==> config.mk <==
export PLATFORM = sky130hd
export DESIGN_NAME = iofr_top
export DESIGN_NICKNAME = d
export VERILOG_FILES = /design/src/iofr_sync.v /design/src/iofr_top.v
export VERILOG_INCLUDE_DIRS = /design/src /design/src/src
export SDC_FILE = /design/constraint.sdc
export NUM_CORES = 1
export LEC_CHECK = 0
export CAP_MARGIN = 20
export CELL_PAD_IN_SITES_DETAIL_PLACEMENT = 1
export CELL_PAD_IN_SITES_GLOBAL_PLACEMENT = 1
export CORE_UTILIZATION = 46
export CTS_CLUSTER_SIZE = 10
export DETAILED_ROUTE_END_ITERATION = 10
export DONT_BUFFER_PORTS = 1
export PLACE_DENSITY_LB_ADDON = 0.1
export SLEW_MARGIN = 20
export SYNTH_ARGS = -nofsm -noshare
export SYNTH_HDL_FRONTEND = slang
export SYNTH_HIERARCHICAL = 1
export SYNTH_SLANG_ARGS = --single-unit
==> constraint.sdc <==
create_clock -name i_clk -period 3.4 [get_ports i_clk]
set_input_delay 0.68 -clock i_clk [delete_from_list [all_inputs] [get_ports i_clk]]
set_output_delay 0.68 -clock i_clk [all_outputs]
set_load 0.02 [all_outputs]
==> src/iofr_defines.vh <==
// Constants for the I/O fault locator and reset block
`ifndef IOFR_DEFINES_VH
`define IOFR_DEFINES_VH

// APB register byte offsets
`define IOFR_OFF_CTRL 8'h00
`define IOFR_OFF_STAT 8'h04
`define IOFR_OFF_LOC 8'h08
`define IOFR_OFF_IRQ_ST 8'h0C
`define IOFR_OFF_IRQ_MASK 8'h10
`define IOFR_OFF_FAULT_IN 8'h14

// Fault-location places, bit position of each place
`define IOFR_PLACE_W 4
`define IOFR_POS_SUPPLY 0
`define IOFR_POS_CH1_IN 4
`define IOFR_POS_CH2_IN 8
`define IOFR_POS_MISC_OUT 16
`define IOFR_POS_CH1_OUT 20
`define IOFR_POS_CH2_OUT 24

// Control register bits
`define IOFR_CTRL_REBOOT 0
`define IOFR_CTRL_DUAL 1

// Interrupt status bits
`define IOFR_IRQ_FAULT 0
`define IOFR_IRQ_CLEARED 1
`define IOFR_IRQ_W 2

// Reset values
`define IOFR_CTRL_RST 32'h0000_0000
`define IOFR_MASK_RST 2'h0

`endif

==> src/iofr_sync.v <==
// Three-stage input synchroniser with agreement filter
module iofr_sync #(
  parameter WIDTH = 8
) (
  input wire i_clk,
  input wire i_rst,
  input wire [WIDTH-1:0] i_async,
  output reg [WIDTH-1:0] o_sync
);

  reg [WIDTH-1:0] s1_q;
  reg [WIDTH-1:0] s2_q;
  reg [WIDTH-1:0] s3_q;
  genvar g;

  always @(posedge i_clk or posedge i_rst) begin
    if (i_rst) begin
      s1_q <= {WIDTH{1'b0}};
      s2_q <= {WIDTH{1'b0}};
      s3_q <= {WIDTH{1'b0}};
    end else begin
      s1_q <= i_async;
      s2_q <= s1_q;
      s3_q <= s2_q;
    end
  end

  // ****************************************
  // Accept a change once stages two and three agree
  // ****************************************
  generate
    for (g = 0; g < WIDTH; g = g + 1) begin : g_bit
      always @(posedge i_clk or posedge i_rst) begin
        if (i_rst) begin
          o_sync[g] <= 1'b0;
        end else if (s2_q[g] == s3_q[g]) begin
          o_sync[g] <= s3_q[g];
        end
      end
    end
  endgenerate

endmodule

==> src/iofr_top.v <==
// I/O fault locator, latch, reset and power-circuit switching
//
// The APB interface to the registers and the register addresses were left to the implementer.
`include "iofr_defines.vh"

module iofr_top (
  input wire i_clk,
  input wire i_rst,
  input wire i_psel,
  input wire i_penable,
  input wire i_pwrite,
  input wire [7:0] i_paddr,
  input wire [31:0] i_pwdata,
  output reg [31:0] o_prdata,
  output wire o_pready,
  output wire o_pslverr,
  input wire i_ch1_fast_off_in_a,
  input wire i_ch1_fast_off_in_b,
  input wire i_ch2_fast_off_in_a,
  input wire i_ch2_fast_off_in_b,
  input wire [3:0] i_place0_fault,
  input wire [3:0] i_place1_fault,
  input wire [3:0] i_place2_fault,
  input wire [3:0] i_place4_fault,
  input wire [3:0] i_place5_fault,
  input wire [3:0] i_place6_fault,
  output reg o_ch1_high_side_out,
  output reg o_ch1_low_side_out,
  output reg o_ch2_high_side_out,
  output reg o_ch2_low_side_out,
  output reg o_ch1_state_out,
  output reg o_ch2_state_out,
  output reg o_fault_signal_out,
  output reg [31:0] o_fault_loc,
  output wire o_irq
);

  // ****************************************
  // Declarations
  // ****************************************
  wire [3:0] fast_s;
  wire [23:0] flt_s;
  reg [3:0] fast_q;
  reg [31:0] loc_q;
  reg [31:0] loc_d;
  reg fault_q;
  reg dual_q;
  reg ch1_on_q;
  reg ch2_on_q;
  reg ch1_armed_q;
  reg ch2_armed_q;
  reg [`IOFR_IRQ_W-1:0] irq_st_q;
  reg [`IOFR_IRQ_W-1:0] irq_mask_q;
  reg reboot_q;
  wire wr_en;
  wire rd_en;
  wire [3:0] fell;
  wire [3:0] rose;
  wire clr_evt;
  wire any_fault;
  wire ch1_pair_flt;
  wire ch2_pair_flt;

  function addr_ok;
    input [7:0] a;
    begin
      addr_ok = (a == `IOFR_OFF_CTRL) || (a == `IOFR_OFF_STAT) ||
        (a == `IOFR_OFF_LOC) || (a == `IOFR_OFF_IRQ_ST) ||
        (a == `IOFR_OFF_IRQ_MASK) || (a == `IOFR_OFF_FAULT_IN);
    end
  endfunction

  // ****************************************
  // Pin synchronisation
  // ****************************************
  iofr_sync #(.WIDTH(4)) u_fast_sync (
    .i_clk(i_clk),
    .i_rst(i_rst),
    .i_async({i_ch2_fast_off_in_b, i_ch2_fast_off_in_a,
      i_ch1_fast_off_in_b, i_ch1_fast_off_in_a}),
    .o_sync(fast_s)
  );

  iofr_sync #(.WIDTH(24)) u_flt_sync (
    .i_clk(i_clk),
    .i_rst(i_rst),
    .i_async({i_place6_fault, i_place5_fault, i_place4_fault,
      i_place2_fault, i_place1_fault, i_place0_fault}),
    .o_sync(flt_s)
  );

  always @(posedge i_clk or posedge i_rst) begin
    if (i_rst) begin
      fast_q <= 4'h0;
    end else begin
      fast_q <= fast_s;
    end
  end

  assign fell = fast_q & ~fast_s;
  assign rose = ~fast_q & fast_s;

  // ****************************************
  // Fault location word
  // ****************************************
  always @* begin
    loc_d = 32'h0000_0000;
    loc_d[`IOFR_POS_SUPPLY +: 4] = {2'b00, flt_s[1:0]};
    loc_d[`IOFR_POS_CH1_IN +: 4] = flt_s[7:4];
    loc_d[`IOFR_POS_CH2_IN +: 4] = flt_s[11:8];
    loc_d[`IOFR_POS_MISC_OUT +: 4] = {1'b0, flt_s[14:12]};
    loc_d[`IOFR_POS_CH1_OUT +: 4] = {1'b0, flt_s[18:16]};
    loc_d[`IOFR_POS_CH2_OUT +: 4] = {1'b0, flt_s[22:20]};
  end

  assign any_fault = |loc_d;
  assign ch1_pair_flt = |loc_d[`IOFR_POS_CH1_IN +: 2];
  assign ch2_pair_flt = |loc_d[`IOFR_POS_CH2_IN +: 2];
  // falling edge on any fast input clears
  // menu reboot also clears, in either mode
  assign clr_evt = (|fell) | reboot_q;

  // ****************************************
  // Fault latch and power circuits
  // ****************************************
  always @(posedge i_clk or posedge i_rst) begin
    if (i_rst) begin
      fault_q <= 1'b0;
      loc_q <= 32'h0000_0000;
      ch1_on_q <= 1'b0;
      ch2_on_q <= 1'b0;
      ch1_armed_q <= 1'b0;
      ch2_armed_q <= 1'b0;
    end else begin
      // latch on any fault, new fault wins
      if (any_fault) begin
        fault_q <= 1'b1;
        loc_q <= loc_q | loc_d;
      end else if (clr_evt) begin
        fault_q <= 1'b0;
        loc_q <= 32'h0000_0000;
      end
      ch1_armed_q <= ~fast_s[0] & ~fast_s[1];
      ch2_armed_q <= ~fast_s[2] & ~fast_s[3];
      // rising edge switches on if clean
      // pair fault drops the channel now
      if (ch1_pair_flt || fault_q || fast_s[1:0] == 2'b00) begin
        ch1_on_q <= 1'b0;
      end else if (|rose[1:0] && (ch1_armed_q || !dual_q)) begin
        ch1_on_q <= 1'b1;
      end
      if (ch2_pair_flt || fault_q || fast_s[3:2] == 2'b00) begin
        ch2_on_q <= 1'b0;
      end else if (|rose[3:2] && (ch2_armed_q || !dual_q)) begin
        ch2_on_q <= 1'b1;
      end
    end
  end

  always @(posedge i_clk or posedge i_rst) begin
    if (i_rst) begin
      o_ch1_high_side_out <= 1'b0;
      o_ch1_low_side_out <= 1'b0;
      o_ch2_high_side_out <= 1'b0;
      o_ch2_low_side_out <= 1'b0;
      o_ch1_state_out <= 1'b0;
      o_ch2_state_out <= 1'b0;
      o_fault_signal_out <= 1'b0;
      o_fault_loc <= 32'h0000_0000;
    end else begin
      o_ch1_high_side_out <= ch1_on_q & ~ch1_pair_flt;
      o_ch1_low_side_out <= ch1_on_q & ~ch1_pair_flt;
      o_ch2_high_side_out <= ch2_on_q & ~ch2_pair_flt;
      o_ch2_low_side_out <= ch2_on_q & ~ch2_pair_flt;
      o_ch1_state_out <= ch1_on_q;
      o_ch2_state_out <= ch2_on_q;
      o_fault_signal_out <= fault_q;
      // places 3 and 7 stay zero
      o_fault_loc <= loc_q;
    end
  end

  // ****************************************
  // APB slave and interrupts
  // ****************************************
  assign o_pready = 1'b1;
  assign o_pslverr = i_psel & i_penable & ~addr_ok(i_paddr);
  assign wr_en = i_psel & i_penable & i_pwrite & addr_ok(i_paddr);
  assign rd_en = i_psel & ~i_penable & ~i_pwrite;
  assign o_irq = |(irq_st_q & irq_mask_q);

  always @(posedge i_clk or posedge i_rst) begin
    if (i_rst) begin
      dual_q <= 1'b0;
      reboot_q <= 1'b0;
      irq_st_q <= {`IOFR_IRQ_W{1'b0}};
      irq_mask_q <= `IOFR_MASK_RST;
      o_prdata <= 32'h0000_0000;
    end else begin
      // menu reboot is a one-cycle command
      reboot_q <= wr_en && i_paddr == `IOFR_OFF_CTRL &&
        i_pwdata[`IOFR_CTRL_REBOOT];
      if (wr_en && i_paddr == `IOFR_OFF_CTRL) begin
        dual_q <= i_pwdata[`IOFR_CTRL_DUAL];
      end
      if (wr_en && i_paddr == `IOFR_OFF_IRQ_MASK) begin
        irq_mask_q <= i_pwdata[`IOFR_IRQ_W-1:0];
      end
      // Set wins over write-one-to-clear
      irq_st_q[`IOFR_IRQ_FAULT] <= (any_fault & ~fault_q) |
        (irq_st_q[`IOFR_IRQ_FAULT] & ~(wr_en &&
        i_paddr == `IOFR_OFF_IRQ_ST && i_pwdata[`IOFR_IRQ_FAULT]));
      irq_st_q[`IOFR_IRQ_CLEARED] <= (fault_q & ~any_fault & clr_evt) |
        (irq_st_q[`IOFR_IRQ_CLEARED] & ~(wr_en &&
        i_paddr == `IOFR_OFF_IRQ_ST && i_pwdata[`IOFR_IRQ_CLEARED]));
      if (rd_en) begin
        case (i_paddr)
          `IOFR_OFF_CTRL: o_prdata <= {30'h0, dual_q, 1'b0};
          `IOFR_OFF_STAT: o_prdata <= {26'h0, ch2_on_q, ch1_on_q,
            fast_s};
          `IOFR_OFF_LOC: o_prdata <= loc_q;
          `IOFR_OFF_IRQ_ST: o_prdata <= {30'h0, irq_st_q};
          `IOFR_OFF_IRQ_MASK: o_prdata <= {30'h0, irq_mask_q};
          `IOFR_OFF_FAULT_IN: o_prdata <= {31'h0, fault_q};
          default: o_prdata <= 32'h0000_0000;
        endcase
      end
    end
  end

endmodule

-- Word level (Yosys, flattened, before mapping)
Cells that the tools add are included.
- bits of input ports: 73
- output and inout port bits: 74
- word-level logic and storage cells: 154
- bits in registers: 220
- bitwise operators: 37
- reductions and logical operators: 33
- mux-type cells: 9
- equality and inequality tests: 28
- operators with widths (operator ; number):
    case mux 32 bit (6 select lines) ; 1
    two-way mux 32 bit ; 2
    OR 32 x 27 -> 32 bit ; 1
    equality test 1 bit ; 23
    OR reduction 19 bit ; 1
    equality test 8 x 4 -> 1 bit (second input constant) ; 2
    equality test 8 x 5 -> 1 bit (second input constant) ; 2
    bitwise AND 1 bit ; 15
    inverter 1 bit ; 13
    logical OR 1 bit ; 11
    OR reduction 2 bit ; 5
    bitwise AND 4 bit ; 2
    equality test 8 x 3 -> 1 bit (second input constant) ; 1
    logical AND 1 bit ; 8
    zero test 8 bit ; 1
    inverter 4 bit ; 2
    two-way mux 1 bit ; 6
    nonzero test 2 bit ; 3
    zero test 2 bit ; 2
    OR reduction 4 bit ; 1
    OR 1 bit ; 3
    bitwise AND 2 bit ; 1
    zero test 1 bit ; 1

-- Longest topological paths before layout
- depth after elaboration: 12
- gate-level depth with buffers: 5
- depth with buffers taken out: 4

-- Modules after synthesis
The synthesis kept the hierarchy.
- by module, submodules not included (module ; area an instance (µm²) ; cells each ; instances ; sequential area each (µm²)):
    iofr_top ; 3136.8 ; 262 ; 1 ; 2001.9
    iofr_sync at u_flt_sync ; 2676.3 ; 121 ; 1 ; 2402.3
    iofr_sync at u_fast_sync ; 449.2 ; 21 ; 1 ; 400.4

-- Worst setup path after synthesis
OpenSTA, ideal clock, no wires.
- path type: input -> output
- start point: input i_paddr[7]
- end point: output o_pslverr
- data required time: 2720 ps
- setup slack: 981 ps
- buffers on the path: 1
- data arrival time: 1739 ps
- stages on the path: 4
- cells stage by stage: or2_2 clkbuf_1 nor4_1 a21oi_1
- word-level cells in the longest chain between the ends: 8
- elaborated cells on any way between the ends: 13
- those cells by class: eq/ne: 5; bitwise: 2; reduce/logical: 6
- ends and longest elaborated chain (item ; RTL line ; source):
    start: declaration ; iofr_top.v:12 ; input wire [7:0] i_paddr,
    equality test 8 x 3 -> 1 bit or zero test 8 bit (tied branches) ; -- ;
    logical OR 1 bit (4 in series) ; iofr_top.v:67 ; addr_ok = (a == `IOFR_OFF_CTRL) || (a == `IOFR_OFF_STAT) ||
    logical OR 1 bit * ; iofr_top.v:67 ;
    inverter 1 bit * ; iofr_top.v:187 ; assign o_pslverr = i_psel & i_penable & ~addr_ok(i_paddr);
    bitwise AND 1 bit * ; iofr_top.v:187 ;
    end: declaration ; iofr_top.v:16 ; output wire o_pslverr,
Every way passes the cells marked *; elsewhere a longest branch is shown, timed or not.

-- Worst setup path after layout
Ends and elaborated chain as after synthesis.

==> results.sh <==
export IMPL_slew_headroom_pct=30.2
export IMPL_ir_drop_mv=0.316
export IMPL_nets=452
export IMPL_hp_class="primary input to async pin"
export IMPL_n_fill_cell=1167
export IMPL_dp_hpwl_um=6750
export IMPL_gp_congestion=0.764
export IMPL_cts_reportedPaths_clkPinSlew_ns=0.06
export IMPL_grt_pass1_wl_um=16800
export IMPL_via_count=2819
export IMPL_finalMaxSlewViolations=0
export IMPL_worst_ep_required_time_ns=2.72
export IMPL_power_leakage_uw=0.00273
export IMPL_root_buffer="clkbuf_16"
export IMPL_firstDrtPassIters=4
export IMPL_cp_arrival_ns=1.91
export IMPL_grt_overflow=0
export IMPL_end_kind="output port"
export IMPL_postCtsSetupBuffers=0
export IMPL_wl_per_cell_um=18.4
export IMPL_fin_setup_tns_ns=0
export IMPL_place_ws_ns=0.797
export IMPL_status="finished, final reports clean"
export IMPL_fmax_mhz=386
export IMPL_num_io_pins=147
export IMPL_powerDensity_nw_per_um2=650
export IMPL_dpl_instance_area_um2=5750
export IMPL_synth_cells=379
export IMPL_finalSetupViolations=0
export IMPL_die_width_um=113
export IMPL_std_cell_rows=40
export IMPL_drt_iter0_markers=103
export IMPL_ant_nets=0
export IMPL_cts_hold_buf=0
export IMPL_startpoint_type="primary input"
export IMPL_coreArea_um2=12100
export IMPL_grt_max_degree=64
export IMPL_worst_clock_skew_ns=0.00456
export IMPL_fin_crit_ns=2.59
export IMPL_drive_above_1_share_pct=20.9
export IMPL_drt_total_wl_um=10300
export IMPL_n_antenna_cell=0
export IMPL_cts_tree="built"
export IMPL_grt_pass1_vias=3028
export IMPL_io_buffers=0
export IMPL_drv_cap=0
export IMPL_antenna_found_initial=0
export IMPL_cts_buffers=17
export IMPL_post_route_util_pct=52.2
export IMPL_cts_buffer_depth=2
export IMPL_finalHoldViolations=0
export IMPL_min_period_over_period_pct=76.2
export IMPL_synth_area_um2=5710
export IMPL_drc_errors=0
export IMPL_vias_per_cell=5.03
export IMPL_avgSynthCellArea_um2=15.1
export IMPL_total_power_uw=4100
export IMPL_die_h_um=113
export IMPL_dieArea_um2=12900
export IMPL_rsz0062_at_grt="no"
export IMPL_start_util_pct=47.3
export IMPL_htreeDepth=4
export IMPL_path_class="primary input to output port"
export IMPL_gr_usage_all_layers_pct=18.1
export IMPL_cts_num_sinks=172
export IMPL_crit_fanout=5
export IMPL_clock_latency_ns=0.42
export IMPL_layout_setup_ws_ns=0.810
export IMPL_finalInstanceArea_um2=6300
export IMPL_yosys_warnings=6
export IMPL_syn2layout_area_growth_pct=10.4
export IMPL_tightest_slew_ns=1.05
export IMPL_cts_resized_gates=0
-- layout make-up --
type | instances | area [um2] | area share [%]
multi-input combinational | 169 | 1140 | 18.1
timing repair buffer | 6 | 45.0 | 0.715
clock inverter | 6 | 35.0 | 0.556
clock buffer | 26 | 509 | 8.09
sequential | 172 | 4310 | 68.4
inverter | 13 | 53.8 | 0.854
tap | 168 | 210 | 3.34
-- cells in the final DEF (no fill, tap or decap), types with 2 or more instances in the layout --
cell type and n:
mux2i_1 5, mux2_2 3, inv_1 11, dfrtp_1 171
a22o_2 15, a22oi_1 2, a21oi_1 20, nor3_1 3
conb_1 14, nand2b_1 5, a31oi_1 3, clkbuf_8 5
nor4b_1 2, and2_1 3, nor4_1 6, maj3_2 23
clkinvlp_4 2, nand3_1 4, nor2_1 25, o22ai_1 2
o21ai_0 4, clkinv_2 4, clkbuf_1 4, buf_4 6
clkbuf_16 17, nand2_1 14, inv_4 2, a22o_1 5
-- worst max-delay path, cell delays in order --
cell and delay [ns]:
or2_2 0.35, nor4_1 0.56, a21oi_1 0.32
-- where the power goes --
group          switching [uW]  total, uW  leakage, uW  internal, uW
registers                56.4       2180      0.00196          2130
logic                     100        148     0.000498          48.2
clock network             740       1770     0.000266          1030
-- routing by layer --
metal	vias to the layer above	global-route usage [%]	part of all wire (%)
li1	1253	-	-
met1	1474	23.0	43
met2	75	28.0	49
met3	17	5.95	5.2
met4	0	9.47	2.2
met5	-	0	0
-- registers in the layout, summed over array words and instances, names as in the netlist, 2 cells and up --
name and cells:
u_fast_sync/o_sync 4, u_flt_sync/o_sync 19, o_prdata 22, irq_mask_q 2, u_fast_sync/s2_q 4, loc_q 19, u_fast_sync/s3_q 4, u_flt_sync/s1_q 19
o_fault_loc 19, fast_q 4, u_flt_sync/s2_q 19, irq_st_q 2, u_flt_sync/s3_q 19, u_fast_sync/s1_q 4
-- metrics by stage --
| step | instances | hold WS, ns |
|---|---|---|
| final | 560 | 0.203 |
| after global routing | 560 | 0.261 |
| after CTS | 560 | 0.203 |
| after detailed placement | 528 | 0.336 |
| after global placement | 528 | 0.332 |
| after floorplan | 391 | 0.331 |
-- final timing paths --
path                       cells past startpoint                  end                   from  slack (ns)
min in group i_clk                             0  u_fast_sync/s1_q[3]    i_ch2_fast_off_in_b        0.28
hold reg to reg                                0  u_flt_sync/s2_q[20]    u_flt_sync/s1_q[20]        0.35
setup / recovery                               3            o_pslverr             i_paddr[7]        0.81
hold / removal                                 1  u_fast_sync/s1_q[2]                  i_rst        0.20
setup reg to reg                               5              fault_q  u_flt_sync/o_sync[14]        1.35
max in group asynchronous                      2  u_flt_sync/s3_q[18]                  i_rst        2.43
(Power assumes the default switching activity.)
